[config.mk]
export PLATFORM = sky130hd
export DESIGN_NAME = dvib_regs
export DESIGN_NICKNAME = d
export VERILOG_FILES = /design/src/dvib_pkg.sv /design/src/dvib_ref_if.sv /design/src/dvib_ref_copy.sv /design/src/dvib_regs.sv
export VERILOG_INCLUDE_DIRS = /design/src
export SDC_FILE = /design/constraint.sdc
export NUM_CORES = 1
export LEC_CHECK = 0
export BUFFER_PORTS_ARGS = -buffer_cell sky130_fd_sc_hd__buf_4
export CORE_MARGIN = 3
export CORE_UTILIZATION = 52
export DETAILED_ROUTE_END_ITERATION = 16
export GPL_TIMING_DRIVEN = 0
export HOLD_SLACK_MARGIN = 0.06
export PLACE_DENSITY = 0.85
export RECOVER_POWER = 50
export REMOVE_ABC_BUFFERS = 1
export SETUP_SLACK_MARGIN = 0.05
export SKIP_CTS_REPAIR_TIMING = 1
export SYNTH_ARGS = -nofsm -noshare
export SYNTH_HDL_FRONTEND = slang
export SYNTH_SLANG_ARGS = --single-unit
[constraint.sdc]
create_clock -name mclk -period 1.92 [get_ports mclk]
set_clock_uncertainty 0.15 [all_clocks]
set_input_delay 0.48 -clock mclk [delete_from_list [all_inputs] [get_ports mclk]]
set_output_delay 0.48 -clock mclk [all_outputs]
set_load 0.02 [all_outputs]
[src/dvib_consts.svh]
// Purpose: constants for the dq reference / invert / bank mask register block
// Assumes: six-bit mode register index, eight-bit operand
// Notes:   offsets, field positions, reset values
`ifndef DVIB_CONSTS_SVH
`define DVIB_CONSTS_SVH
`define DVIB_IDX_SET_POINT_CTRL  6'h0D
`define DVIB_IDX_DQ_REF_LEVEL    6'h0E
`define DVIB_IDX_LOWER_INVERT    6'h0F
`define DVIB_IDX_BANK_MASK       6'h10
`define DVIB_SPC_WRITE_SEL_BIT   6
`define DVIB_SPC_OPERATE_BIT     7
`define DVIB_REF_RANGE_BIT       6
`define DVIB_REF_CODE_MAX        6'h32
`define DVIB_REF_RESET           8'h4D
`define DVIB_INVERT_RESET        8'h55
`define DVIB_MASK_RESET          8'h00
`define DVIB_SPC_RESET           8'h00
`endif

[src/dvib_pkg.sv]
// Purpose: shared types for the dq reference / invert / bank mask block
// Assumes: nothing
// Notes:   numeric constants live in dvib_consts.svh
package dvib_pkg;
    typedef logic [7:0] dvib_operand_t;
    typedef logic [5:0] dvib_index_t;
endpackage

[src/dvib_ref_if.sv]
// Purpose: carries one set point's write strobe and stored value
// Assumes: single clock
// Notes:   used between the top and each set-point copy
`timescale 1ns/1ps
`default_nettype none
interface dvib_ref_if;
    logic                  wr_en;
    dvib_pkg::dvib_operand_t wr_data;
    dvib_pkg::dvib_operand_t value;
    modport owner (input wr_en, input wr_data, output value);
    modport user  (output wr_en, output wr_data, input value);
endinterface
`default_nettype wire

[src/dvib_ref_copy.sv]
// Purpose: one set-point copy of the dq reference level register
// Assumes: synchronous active-high reset
// Notes:   bit 7 reserved, held at zero
`timescale 1ns/1ps
`default_nettype none
`include "dvib_consts.svh"
module dvib_ref_copy
    import dvib_pkg::*;
(
    // clock and reset
    input  wire logic mclk,
    input  wire logic rst,
    // register port
    dvib_ref_if.owner rif
);
    dvib_operand_t value_r;
    always_ff @(posedge mclk) begin
        if (rst) begin
            value_r <= `DVIB_REF_RESET;
        end else if (rif.wr_en) begin
            value_r <= {1'b0, rif.wr_data[6:0]};
        end
    end
    assign rif.value = value_r;
endmodule // dvib_ref_copy
`default_nettype wire

[src/dvib_regs.sv]
// Purpose: dq reference, lower-byte invert and bank refresh mask registers
// Assumes: mode register writes/reads arrive as one-cycle strobes with index
// Notes:   one instance per channel gives each channel its own bank mask
`timescale 1ns/1ps
`default_nettype none
`include "dvib_consts.svh"
module dvib_regs
    import dvib_pkg::*;
#(
    parameter int LANES = 8
) (
    // clock and reset
    input  wire logic          mclk,
    input  wire logic          rst,
    // mode register command
    input  wire logic          mr_write,
    input  wire logic          mr_read,
    input  wire dvib_index_t   mode_register_index,
    input  wire dvib_operand_t register_operand,
    output logic               mr_read_valid,
    output dvib_operand_t      mr_read_data,
    output logic               mr_code_reserved,
    // calibration
    input  wire logic          cal_active,
    input  wire logic          cal_beat_sel,
    input  wire dvib_operand_t calibration_pattern_a,
    input  wire dvib_operand_t calibration_pattern_b,
    input  wire logic          bus_inversion_read_en,
    output dvib_operand_t      cal_dq_out,
    output logic               cal_mask_inversion_lane,
    output logic               bus_inversion_active,
    // operating state
    output logic               set_point_operate,
    output logic               dq_ref_range,
    output logic [5:0]         dq_ref_code,
    output dvib_operand_t      bank_refresh_enable
);
    // elaboration-time refusal of lane counts the byte-wide logic cannot serve
    if (LANES != 8) begin : g_lanes_check
        $error("dvib_regs: LANES must be 8");
    end

    dvib_operand_t set_point_ctrl_r;
    dvib_operand_t lower_invert_r;
    dvib_operand_t bank_mask_r;
    dvib_operand_t cal_dq_r;
    logic          cal_dmi_r;
    logic          rd_valid_r;
    dvib_operand_t rd_data_r;
    logic          reserved_r;
    logic          ref_wr;
    logic          wsel;
    dvib_operand_t pattern;

    dvib_ref_if ref0 ();
    dvib_ref_if ref1 ();

    dvib_ref_copy u_ref0 (.mclk(mclk), .rst(rst), .rif(ref0));
    dvib_ref_copy u_ref1 (.mclk(mclk), .rst(rst), .rif(ref1));

    assign wsel = set_point_ctrl_r[`DVIB_SPC_WRITE_SEL_BIT];
    assign ref_wr = mr_write && (mode_register_index == `DVIB_IDX_DQ_REF_LEVEL);
    assign ref0.wr_en   = ref_wr && !wsel;
    assign ref1.wr_en   = ref_wr && wsel;
    assign ref0.wr_data = register_operand;
    assign ref1.wr_data = register_operand;

    // set-point control register
    always_ff @(posedge mclk) begin
        if (rst) begin
            set_point_ctrl_r <= `DVIB_SPC_RESET;
        end else if (mr_write && mode_register_index == `DVIB_IDX_SET_POINT_CTRL) begin
            set_point_ctrl_r <= register_operand;
        end
    end

    // lower-byte invert register
    always_ff @(posedge mclk) begin
        if (rst) begin
            lower_invert_r <= `DVIB_INVERT_RESET;
        end else if (mr_write && mode_register_index == `DVIB_IDX_LOWER_INVERT) begin
            lower_invert_r <= register_operand;
        end
    end

    // bank refresh mask, per channel instance
    always_ff @(posedge mclk) begin
        if (rst) begin
            bank_mask_r <= `DVIB_MASK_RESET;
        end else if (mr_write && mode_register_index == `DVIB_IDX_BANK_MASK) begin
            bank_mask_r <= register_operand;
        end
    end

    // flag a reserved reference code on write
    always_ff @(posedge mclk) begin
        if (rst) begin
            reserved_r <= 1'b0;
        end else if (ref_wr) begin
            reserved_r <= (register_operand[5:0] > `DVIB_REF_CODE_MAX);
        end
    end

    // mode register read
    always_ff @(posedge mclk) begin
        if (rst) begin
            rd_valid_r <= 1'b0;
            rd_data_r  <= 8'h00;
        end else begin
            rd_valid_r <= mr_read;
            if (mr_read) begin
                if (mode_register_index == `DVIB_IDX_DQ_REF_LEVEL) begin
                    rd_data_r <= wsel ? ref1.value : ref0.value;
                end else if (mode_register_index == `DVIB_IDX_SET_POINT_CTRL) begin
                    rd_data_r <= set_point_ctrl_r;
                end else begin
                    rd_data_r <= 8'h00;
                end
            end
        end
    end

    // calibration pattern output
    assign pattern = cal_beat_sel ? calibration_pattern_b : calibration_pattern_a;

    always_ff @(posedge mclk) begin
        if (rst) begin
            cal_dq_r  <= 8'h00;
            cal_dmi_r <= 1'b0;
        end else if (cal_active) begin
            cal_dq_r  <= pattern ^ lower_invert_r;
            cal_dmi_r <= pattern[0];
        end else begin
            cal_dq_r  <= 8'h00;
            cal_dmi_r <= 1'b0;
        end
    end

    assign mr_read_valid           = rd_valid_r;
    assign mr_read_data            = rd_data_r;
    assign mr_code_reserved        = reserved_r;
    assign cal_dq_out              = cal_dq_r;
    assign cal_mask_inversion_lane = cal_dmi_r;
    assign bus_inversion_active    = bus_inversion_read_en && !cal_active;
    assign set_point_operate       = set_point_ctrl_r[`DVIB_SPC_OPERATE_BIT];
    assign dq_ref_range = set_point_operate ? ref1.value[`DVIB_REF_RANGE_BIT]
                                            : ref0.value[`DVIB_REF_RANGE_BIT];
    assign dq_ref_code  = set_point_operate ? ref1.value[5:0] : ref0.value[5:0];
    assign bank_refresh_enable     = ~bank_mask_r;
endmodule // dvib_regs
`default_nettype wire

==> results of run 1 <==
## cells in the final DEF (no fill, tap or decap), types with 3 or more instances in the layout
cell and count:
a211o_1 8, xor2_1 8, inv_1 9, o21ai_1 8, a21boi_0 4, mux2_2 4, o311ai_0 6, o21ai_0 6
nand4_1 8, buf_4 43, a21oi_1 15, nand2_1 8, nand2b_1 24, dfxtp_1 55, and3_1 4, clkbuf_8 15
mux2_4 3, nor2_1 20, nand3_1 14, mux2i_1 31, clkbuf_1 27
## stage by stage
stage          util [%]  hold WS (ns)  worst slack, ns  total power [uW]  setup TNS, ns
2_1_floorplan         -         0.295           -0.194              1330          -2.17
3_3_place_gp       65.9         0.310           -0.627              1460         -14.91
3_5_place_dp       65.9         0.319           -0.661              1470         -16.74
4_1_cts            70.2         0.222           -0.347              2600          -6.46
5_1_grt            68.7         0.235          -0.0321              2660         -0.129
6_report           68.7         0.232         -0.00446              2580        -0.0114
## cells in the mapped netlist
cell type	count
xor2_1	8
o211ai_1	1
o311ai_0	6
nand4bb_1	2
or4b_1	1
a21boi_0	4
inv_1	9
buf_4	1
a311oi_1	1
clkbuf_2	1
buf_2	6
and4bb_2	2
nor3b_2	1
mux2i_1	31
a211o_1	8
nand2b_1	24
nand4b_1	2
o21ai_1	8
nor2_1	20
o21ai_0	6
dfxtp_1	57
and4b_1	1
nand2_1	8
a21oi_1	15
a211oi_1	1
mux2_2	7
nand4_1	8
clkbuf_1	9
and3_1	5
nor2b_1	1
and4bb_1	1
buf_6	4
nor2b_2	1
nand3_1	14
and4_2	1
nand3b_4	1
and3b_2	1
or3b_2	2
nor4b_4	1
## worst max path at each step
stage                                     start                                to  slack (ns)  cells after the start
6_report       set_point_ctrl_r[7]$_SDFFE_PP0P_                    dq_ref_code[0]      -0.004                      2
5_1_grt        set_point_ctrl_r[7]$_SDFFE_PP0P_                    dq_ref_code[0]       -0.03                      2
2_1_floorplan            mode_register_index[4]  set_point_ctrl_r[0]$_SDFFE_PP0P_       -0.19                      3
3_5_place_dp             mode_register_index[5]  set_point_ctrl_r[1]$_SDFFE_PP0P_       -0.66                      4
3_3_place_gp             mode_register_index[5]  set_point_ctrl_r[3]$_SDFFE_PP0P_       -0.63                      4
4_1_cts                  mode_register_index[5]  set_point_ctrl_r[6]$_SDFFE_PP0P_       -0.35                      4
## registers in the layout (all words and copies together) (netlist names)
name and flops:
bank_mask_r 8, cal_dq_out 8, cal_mask_inversion_lane 1, lower_invert_r 8
mr_code_reserved 1, mr_read_data 8, mr_read_valid 1, set_point_ctrl_r 8
u_ref0.rif.value 7, u_ref1.rif.value 7
## routing by layer
layer	share of wire, %	vias to the layer above	track usage, %
met1	43	1107	28.6
met4	2.3	0	11.0
met2	48	95	37.1
met3	6.6	14	5.22
li1	-	1119	-
met5	0	-	0
## worst max-delay path, cell delays in order (launching register included)
cell and delay, ns:
dfxtp_4 0.45, mux2_2 0.35, buf_4 0.16
## kinds of logic after synthesis
| kind of cell | share of synthesized area [%] |
|---|---|
| AO/OA/AOI/OAI | 12.0 |
| XOR/XNOR | 2.60 |
| buffers and inverters | 5.77 |
| flip-flops | 42.4 |
| multiplexers | 14.5 |
| AND/OR/NAND/NOR | 22.8 |
## final cells by class
class,instances,area (um^2)
fillers,408,1520
inverters,9,33.8
flip-flops and latches,57,1150
repair buffers,72,447
multi-input cells,193,1410
clock buffers,15,206
well taps,67,83.8
clock inverters,1,5.00
## power breakdown
part,switching [uW],internal (uW)
clock network,464,678
registers,6.01,1200
logic,131,99.8
==> flow_summary.json, run 1 <==
{
  "maxSlewViolCount": 0,
  "synth_area_mm2": 0.00269,
  "yosysTopAreaCell": "dfxtp_1",
  "num_vias": 2335,
  "yosysTopAreaCellShare_pct": 42.4,
  "cp.required_ns": 1.29,
  "cts_tree": "yes",
  "violations": "negative setup slack",
  "holdPathEnd": "mr_read_data[6]$_SDFFE_PP0P_",
  "synth.ff_latch_count": 57,
  "clk_pin_slew_ns": 0.06,
  "die_width_um": 77.9,
  "status": "finished with violations",
  "yosys-top-cells-area": "dfxtp_1 42%, mux2i_1 12%, nand2b_1 5.6%",
  "initial_core_util_pct": 55.5,
  "fin_crit_ns": 1.92,
  "p_per_area_mw_per_mm2": 773,
  "period_share_pct": 100,
  "cts_sinks": 57,
  "holdPathStages": 2,
  "design.core.area_mm2": 0.00485,
  "hold_viol_final": 0,
  "fmax_mhz": 520,
  "cts_buffers": 9,
  "io_pins": 73,
  "routedWlPerCell_um": 16.4,
  "design_area_mm2": 0.00333,
  "slew_headroom_pct": 65.7,
  "r2r-end": "u_ref1.rif.value[6]$_SDFFE_PP1P_",
  "r2r_cells": 3,
  "antennaDiodeCount": 0,
  "rsz0062_at_grt": "true",
  "ctsLongestPathBuffers": 2,
  "hp-class": "in -> reg",
  "start_kind": "flip-flop",
  "worst_slack_ns": -0.00446,
  "cts-root-buf": "clkbuf_8",
  "grt_pass1_wl_um": 10900,
  "yosysUniqueCellTypes": 39,
  "ys.warnings.count": 0,
  "drc": 0,
  "hold_start": "mr_read",
  "finalNetCount": 379,
  "r2r-start": "set_point_ctrl_r[6]$_SDFFE_PP0P_",
  "detail-route-antenna-nets": 0,
  "drt_iter0_drc": 171,
  "antenna_found_initial": 0,
  "dieArea_mm2": 0.00607,
  "path_max_fanout": 10,
  "drive_gt1_share_pct": 23.6,
  "fin_cells": 414,
  "io_buffers": 72,
  "setup_viol": 4,
  "syn_inst": 280,
  "place_area_mm2": 0.00319,
  "drv_cap": 0,
  "routed_via_density": 5.64,
  "grt_use_total_pct": 22.8,
  "rows": 25,
  "clk_latency_ns": 0.34,
  "htreeDepth": 3,
  "overflow": 0,
  "dp_cells": 398,
  "ys_seq_area_share_pct": 42.4,
  "grt_max_degree": 57,
  "die_h_um": 77.9,
  "power.leakage_uw": 0.00127,
  "arrival_ns": 1.29,
  "r2r_slack_ns": 0.21,
  "irDropWorstVdd_uv": 512,
  "wirelength_um": 6770,
  "gp_congestion": 0.811,
  "synth.avg_cell_area_um2": 9.61,
  "synthToLayoutAreaGrowth_pct": 23.9,
  "worstSetupEndpointType": "primary output",
  "grt_pass1_vias": 2183,
  "worstSetupPathType": "reg -> out",
  "tightest_slew_ns": 0.515,
  "firstDrtPassIters": 5,
  "dp_hpwl_um": 4480
}
Power figures use the tool's default switching activity.
==> inputs of run 2 (changes only) <==
--- a/config.mk
+++ b/config.mk
@@ -6,6 +6,7 @@
 export SDC_FILE = /design/constraint.sdc
 export NUM_CORES = 1
 export LEC_CHECK = 0
+export ABC_AREA = 1
 export BUFFER_PORTS_ARGS = -buffer_cell sky130_fd_sc_hd__buf_4
 export CORE_MARGIN = 3
 export CORE_UTILIZATION = 52
==> flow_summary.json, run 2 <==
{
  "yosys-top-cells-area": "dfxtp_1 43%, nand2_1 13%, nor2_1 9.0%",
  "die_width_um": 77.6,
  "cts_sinks": 57,
  "holdPathEnd": "set_point_ctrl_r[6]$_SDFFE_PP0P_",
  "synth_area_mm2": 0.00267,
  "cts_tree": "yes",
  "cp.required_ns": 1.29,
  "mostFrequentLayoutCell": "nand2_1",
  "syn_inst": 397,
  "fmax_mhz": 565,
  "firstDrtPassIters": 5,
  "routed_via_density": 4.92,
  "wirelength_um": 6520,
  "ctsLongestPathBuffers": 2,
  "seq_power_share_pct": 46.6,
  "start_kind": "flip-flop",
  "clkPwrFrac_pct": 43.7,
  "hp-class": "in -> reg",
  "r2r-start": "set_point_ctrl_r[6]$_SDFFE_PP0P_",
  "grt_use_total_pct": 22.3,
  "worstSetupPathType": "reg -> out",
  "hold_viol_final": 0,
  "arrival_ns": 1.14,
  "maxSlewViolCount": 0,
  "htreeDepth": 3,
  "grt_pass1_wl_um": 10800,
  "cts-root-buf": "clkbuf_8",
  "synth.ff_latch_count": 57,
  "irDropWorstVdd_uv": 535,
  "tightest_slew_ns": 0.767,
  "combPwrFrac_pct": 9.7,
  "place_area_mm2": 0.00320,
  "synth-xor-area-share_pct": 0,
  "synthFlopType": "dfxtp_1",
  "drc": 0,
  "path_buf_inv": 1,
  "holdPathStages": 3,
  "yosysTopAreaCell": "dfxtp_1",
  "utilization_pct": 68.3,
  "finalNetCount": 500,
  "critPathTopFamily": "flip-flops",
  "detail-route-antenna-nets": 0,
  "antenna_found_initial": 0,
  "drv_cap": 0,
  "drt_iter0_drc": 212,
  "drive_gt1_share_pct": 14.7,
  "io_pins": 73,
  "clk_pin_slew_ns": 0.06,
  "multiInputGateArea_mm2": 0.00121,
  "synth_edf_count": 0,
  "ys.warnings.count": 0,
  "grt_pass1_vias": 2358,
  "yosys.area_share.simple_pct": 34.7,
  "synth_mux_area_share_pct": 0,
  "dieArea_mm2": 0.00602,
  "overflow": 0,
  "design_area_mm2": 0.00331,
  "num_vias": 2631,
  "cts_buffers": 9,
  "r2r-end": "u_ref0.rif.value[5]$_SDFFE_PP0P_",
  "ys_top_cells_by_count": "94 x nand2_1, 64 x nor2_1, 59 x inv_1",
  "r2r_slack_ns": 0.35,
  "status": "finished, final reports clean",
  "clk_latency_ns": 0.33,
  "routedWlPerCell_um": 12.2,
  "power.leakage_uw": 0.00162,
  "cpPeakStageDelay_ns": 0.41,
  "slew_headroom_pct": 48.6,
  "worst_slack_ns": 0.150,
  "synthAdderAreaFrac_pct": 0,
  "io_buffers": 72,
  "fillers": 423,
  "yosysUniqueCellTypes": 23,
  "synth-async-reset-ratio_pct": 0,
  "p_sw_uw": 632,
  "design.core.area_mm2": 0.00485,
  "dp_hpwl_um": 4410,
  "r2r_cells": 5,
  "total_power_uw": 2610,
  "critPathSlowestCell": "dfxtp_4",
  "ff_latch_area_mm2": 0.00115,
  "gp_congestion": 0.849,
  "synth-compound-area-share_pct": 10.6,
  "fin_crit_ns": 1.77,
  "power.internal_uw": 1980,
  "grt_max_degree": 41,
  "hold_start": "register_operand[6]",
  "final_cell_mix": "94 x nand2_1, 64 x nor2_1, 59 x inv_1",
  "synthToLayoutAreaGrowth_pct": 24.2,
  "synth_most_common_cell": "nand2_1",
  "crit_path_cell_trace": "o21ai_0, buf_4",
  "rows": 25,
  "synth.avg_cell_area_um2": 6.72,
  "setup_viol": 0,
  "path_max_fanout": 17,
  "period_share_pct": 92.2,
  "pre_cts_ws_ns": -0.531,
  "die_h_um": 77.6,
  "synth_top_family_by_area": "simple AND/OR/NAND/NOR gates",
  "initial_core_util_pct": 55.0,
  "worstSetupEndpointType": "primary output",
  "yosysTopAreaCellShare_pct": 42.8,
  "p_per_area_mw_per_mm2": 788,
  "ys_seq_area_share_pct": 42.8,
  "rsz0062_at_grt": "false",
  "switching_share_pct": 24.2,
  "antennaDiodeCount": 0
}
==> run 2: cell count changes after synthesis, moves of 15 or more <==
| cell | before | now |
|---|---|---|
| inv_1 | 9 | 59 |
| mux2i_1 | 31 | 0 |
| nand2_1 | 8 | 94 |
| nand2b_1 | 24 | 0 |
| nand3_1 | 14 | 29 |
| nor2_1 | 20 | 64 |
| o21ai_0 | 6 | 34 |
==> run 2: tightest hold or removal path: stages <==
cell and delay [ns]:
buf_4 0.11, nor2_1 0.04, nor2_1 0.08
==> run 2: area by class of cell <==
| type | count | area share, % |
|---|---|---|
| clock buffers | 15 | 6.24 |
| clock inverters | 1 | 0.151 |
| inverters | 60 | 6.92 |
| multi-input cells | 262 | 36.5 |
| flip-flops and latches | 57 | 34.6 |
| well taps | 67 | 2.53 |
| repair buffers | 72 | 12.8 |
| repair inverters | 1 | 0.151 |
==> run 2: logic make-up (layout without fill, tap and decap cells) <==
logic type / after synthesis / in the layout
and+or+nand+nor: 208 / 208
buffers and inverters: 78 / 149
DFF: 57 / 57
AOI/OAI and AO/OA: 54 / 54
==> run 2: worst max-delay path by stage <==
stage	startpoint	end	slack [ns]	cells after the start
final	set_point_ctrl_r[7]$_SDFFE_PP0P_	dq_ref_code[1]	0.15	2
after global routing	mode_register_index[0]	set_point_ctrl_r[2]$_SDFFE_PP0P_	0.04	7
after CTS	mode_register_index[5]	lower_invert_r[7]$_SDFFE_PP0P_	-0.17	5
after detailed placement	mode_register_index[5]	lower_invert_r[7]$_SDFFE_PP0P_	-0.53	5
after global placement	mode_register_index[5]	mr_read_data[5]$_SDFFE_PP0P_	-0.47	8
after floorplan	mode_register_index[5]	lower_invert_r[1]$_SDFFE_PP0P_	0.08	4
==> run 2: power groups by stage <==
| stage | Combinational (uW) | Clock, uW | Sequential, uW |
|---|---|---|---|
| after detailed placement | 267 | 0 | 1240 |
| after floorplan | 97.3 | 0 | 1270 |
| after CTS | 269 | 1150 | 1220 |
| after global placement | 262 | 0 | 1240 |
| final | 253 | 1140 | 1210 |
| after global routing | 283 | 1200 | 1220 |
==> run 2: metrics by stage <==
step	hold slack (ns)	std cells	TNS (ns)
after floorplan	0.272	379	0
after global placement	0.293	518	-13.84
after detailed placement	0.307	518	-15.83
after CTS	0.246	534	-3.92
after global routing	0.274	535	0
final	0.273	535	0
==> run 2: metal layers <==
| layer | vias to the layer above | GRT usage, % | wire [um] |
|---|---|---|---|
| met4 | 0 | 9.43 | 112 |
| met2 | 114 | 36.2 | 3020 |
| met5 | - | 0 | 0 |
| met1 | 1134 | 28.5 | 2800 |
| met3 | 14 | 4.76 | 592 |
| li1 | 1369 | - | - |
==> inputs of run 3 (changes only) <==
--- a/config.mk
+++ b/config.mk
@@ -9,11 +9,11 @@
 export ABC_AREA = 1
 export BUFFER_PORTS_ARGS = -buffer_cell sky130_fd_sc_hd__buf_4
 export CORE_MARGIN = 3
-export CORE_UTILIZATION = 52
+export CORE_UTILIZATION = 44
 export DETAILED_ROUTE_END_ITERATION = 16
 export GPL_TIMING_DRIVEN = 0
 export HOLD_SLACK_MARGIN = 0.06
-export PLACE_DENSITY = 0.85
+export PLACE_DENSITY = 0.75
 export RECOVER_POWER = 50
 export REMOVE_ABC_BUFFERS = 1
 export SETUP_SLACK_MARGIN = 0.05
==> flow_summary.json, run 3 (same netlist as run 2, synthesis figures left out) <==
{
  "cts_sinks": 57,
  "clk_pin_slew_ns": 0.06,
  "dp_hpwl_um": 4580,
  "worstSetupEndpointType": "primary output",
  "setup_viol": 0,
  "cp_num_cells": 2,
  "rows": 27,
  "r2r-start": "set_point_ctrl_r[6]$_SDFFE_PP0P_",
  "firstDrtPassIters": 4,
  "fillers": 551,
  "worst_slack_ns": 0.140,
  "overflow": 0,
  "detail-route-antenna-nets": 0,
  "arrival_ns": 1.15,
  "drt_iter0_drc": 170,
  "worstSetupPathType": "reg -> out",
  "period_share_pct": 92.7,
  "rsz0062_at_grt": "true",
  "crit_path_cell_trace": "o21ai_0, buf_4",
  "design.core.area_mm2": 0.00568,
  "hold_viol_final": 0,
  "routed_via_density": 4.83,
  "start_kind": "flip-flop",
  "die_width_um": 83.8,
  "antennaDiodeCount": 0,
  "synthToLayoutAreaGrowth_pct": 27.0,
  "r2r-end": "u_ref0.rif.value[6]$_SDFFE_PP1P_",
  "cts_buffers": 9,
  "maxSlewViolCount": 0,
  "gp_congestion": 0.801,
  "io_pins": 73,
  "routedWlPerCell_um": 12.3,
  "power.leakage_uw": 0.00165,
  "drc": 0,
  "ctsLongestPathBuffers": 2,
  "clk_latency_ns": 0.33,
  "status": "finished, final reports clean",
  "highest_layer": "met4",
  "r2r_cells": 4,
  "hp-class": "in -> reg",
  "holdPathStages": 3,
  "tightest_slew_ns": 0.765,
  "drv_cap": 0,
  "hold_start": "register_operand[7]",
  "irDropWorstVdd_uv": 505,
  "initial_core_util_pct": 47.0,
  "drt-met1-wl_um": 2820,
  "path_max_fanout": 17,
  "fmax_mhz": 562,
  "antenna_found_initial": 0,
  "startpoint": "set_point_ctrl_r[7]$_SDFFE_PP0P_",
  "path_buf_inv": 1,
  "route.met3.wl_um": 518,
  "critPathTopFamily": "flip-flops",
  "holdPathEnd": "set_point_ctrl_r[7]$_SDFFE_PP0P_",
  "final_cell_mix": "94 x nand2_1, 64 x nor2_1, 58 x inv_1",
  "cp.required_ns": 1.29,
  "wirelength_um": 6630,
  "met2_length_um": 3170,
  "grt_pass1_wl_um": 11100,
  "io_buffers": 72,
  "critPathSlowestCell": "dfxtp_4",
  "r2r_slack_ns": 0.29,
  "grt_pass1_vias": 2442,
  "mostFrequentLayoutCell": "nand2_1",
  "dieArea_mm2": 0.00703,
  "htreeDepth": 3,
  "total_power_uw": 3090,
  "cts_tree": "yes",
  "cpPeakStageDelay_ns": 0.41,
  "p_per_area_mw_per_mm2": 914,
  "slew_headroom_pct": 49.0,
  "cts-root-buf": "clkbuf_8",
  "die_h_um": 83.8,
  "pre_cts_ws_ns": -0.496,
  "finalNetCount": 499,
  "design_area_mm2": 0.00339,
  "grt_max_degree": 41,
  "place_area_mm2": 0.00320,
  "drive_gt1_share_pct": 14.8,
  "fin_crit_ns": 1.78,
  "num_vias": 2604,
  "fin_tns_setup_ns": 0,
  "grt_use_total_pct": 19.4
}
run 3: where the power goes:
group	total (uW)	switching (uW)	internal, uW
Combinational	252	157	94.8
Clock	1630	501	1130
Sequential	1210	9.73	1200
run 3: worst max-delay path by stage:
stage                                     end
2_1_floorplan  lower_invert_r[1]$_SDFFE_PP0P_
3_3_place_gp     mr_read_data[5]$_SDFFE_PP0P_
3_5_place_dp     mr_read_data[5]$_SDFFE_PP0P_
4_1_cts                        dq_ref_code[3]
5_1_grt              cal_dq_out[2]$_SDFF_PP0_
6_report                       dq_ref_code[3]
run 3: worst reg2reg max path: stages, from the launching register on:
cell and delay, ns:
dfxtp_2 0.42, inv_1 0.21, nand4_1 0.44, nand2_1 0.19, nand3_1 0.09
run 3: routing by layer:
metal | track usage, % | vias to the layer above
met2 | 33.1 | 88
li1 | - | 1369
met5 | 0 | -
met3 | 4.74 | 13
met4 | 8.77 | 0
met1 | 22.8 | 1134
run 3: final cells by class:
type / count / area [um^2] / area share (%)
repair buffers: 72 / 432 / 12.7
inverters: 60 / 229 / 6.76
clock buffers: 9 / 124 / 3.66
clock inverters: 7 / 166 / 4.92
flip-flops and latches: 57 / 1150 / 33.9
well taps: 72 / 90.1 / 2.66
multi-input cells: 262 / 1200 / 35.4
run 3: through the flow:
| step | hold slack, ns | utilization [%] | instances |
|---|---|---|---|
| 2_1_floorplan | 0.272 | - | 379 |
| 3_3_place_gp | 0.306 | 56.5 | 523 |
| 3_5_place_dp | 0.310 | 56.5 | 523 |
| 4_1_cts | 0.240 | 61.6 | 539 |
| 5_1_grt | 0.269 | 59.7 | 539 |
| 6_report | 0.253 | 59.7 | 539 |
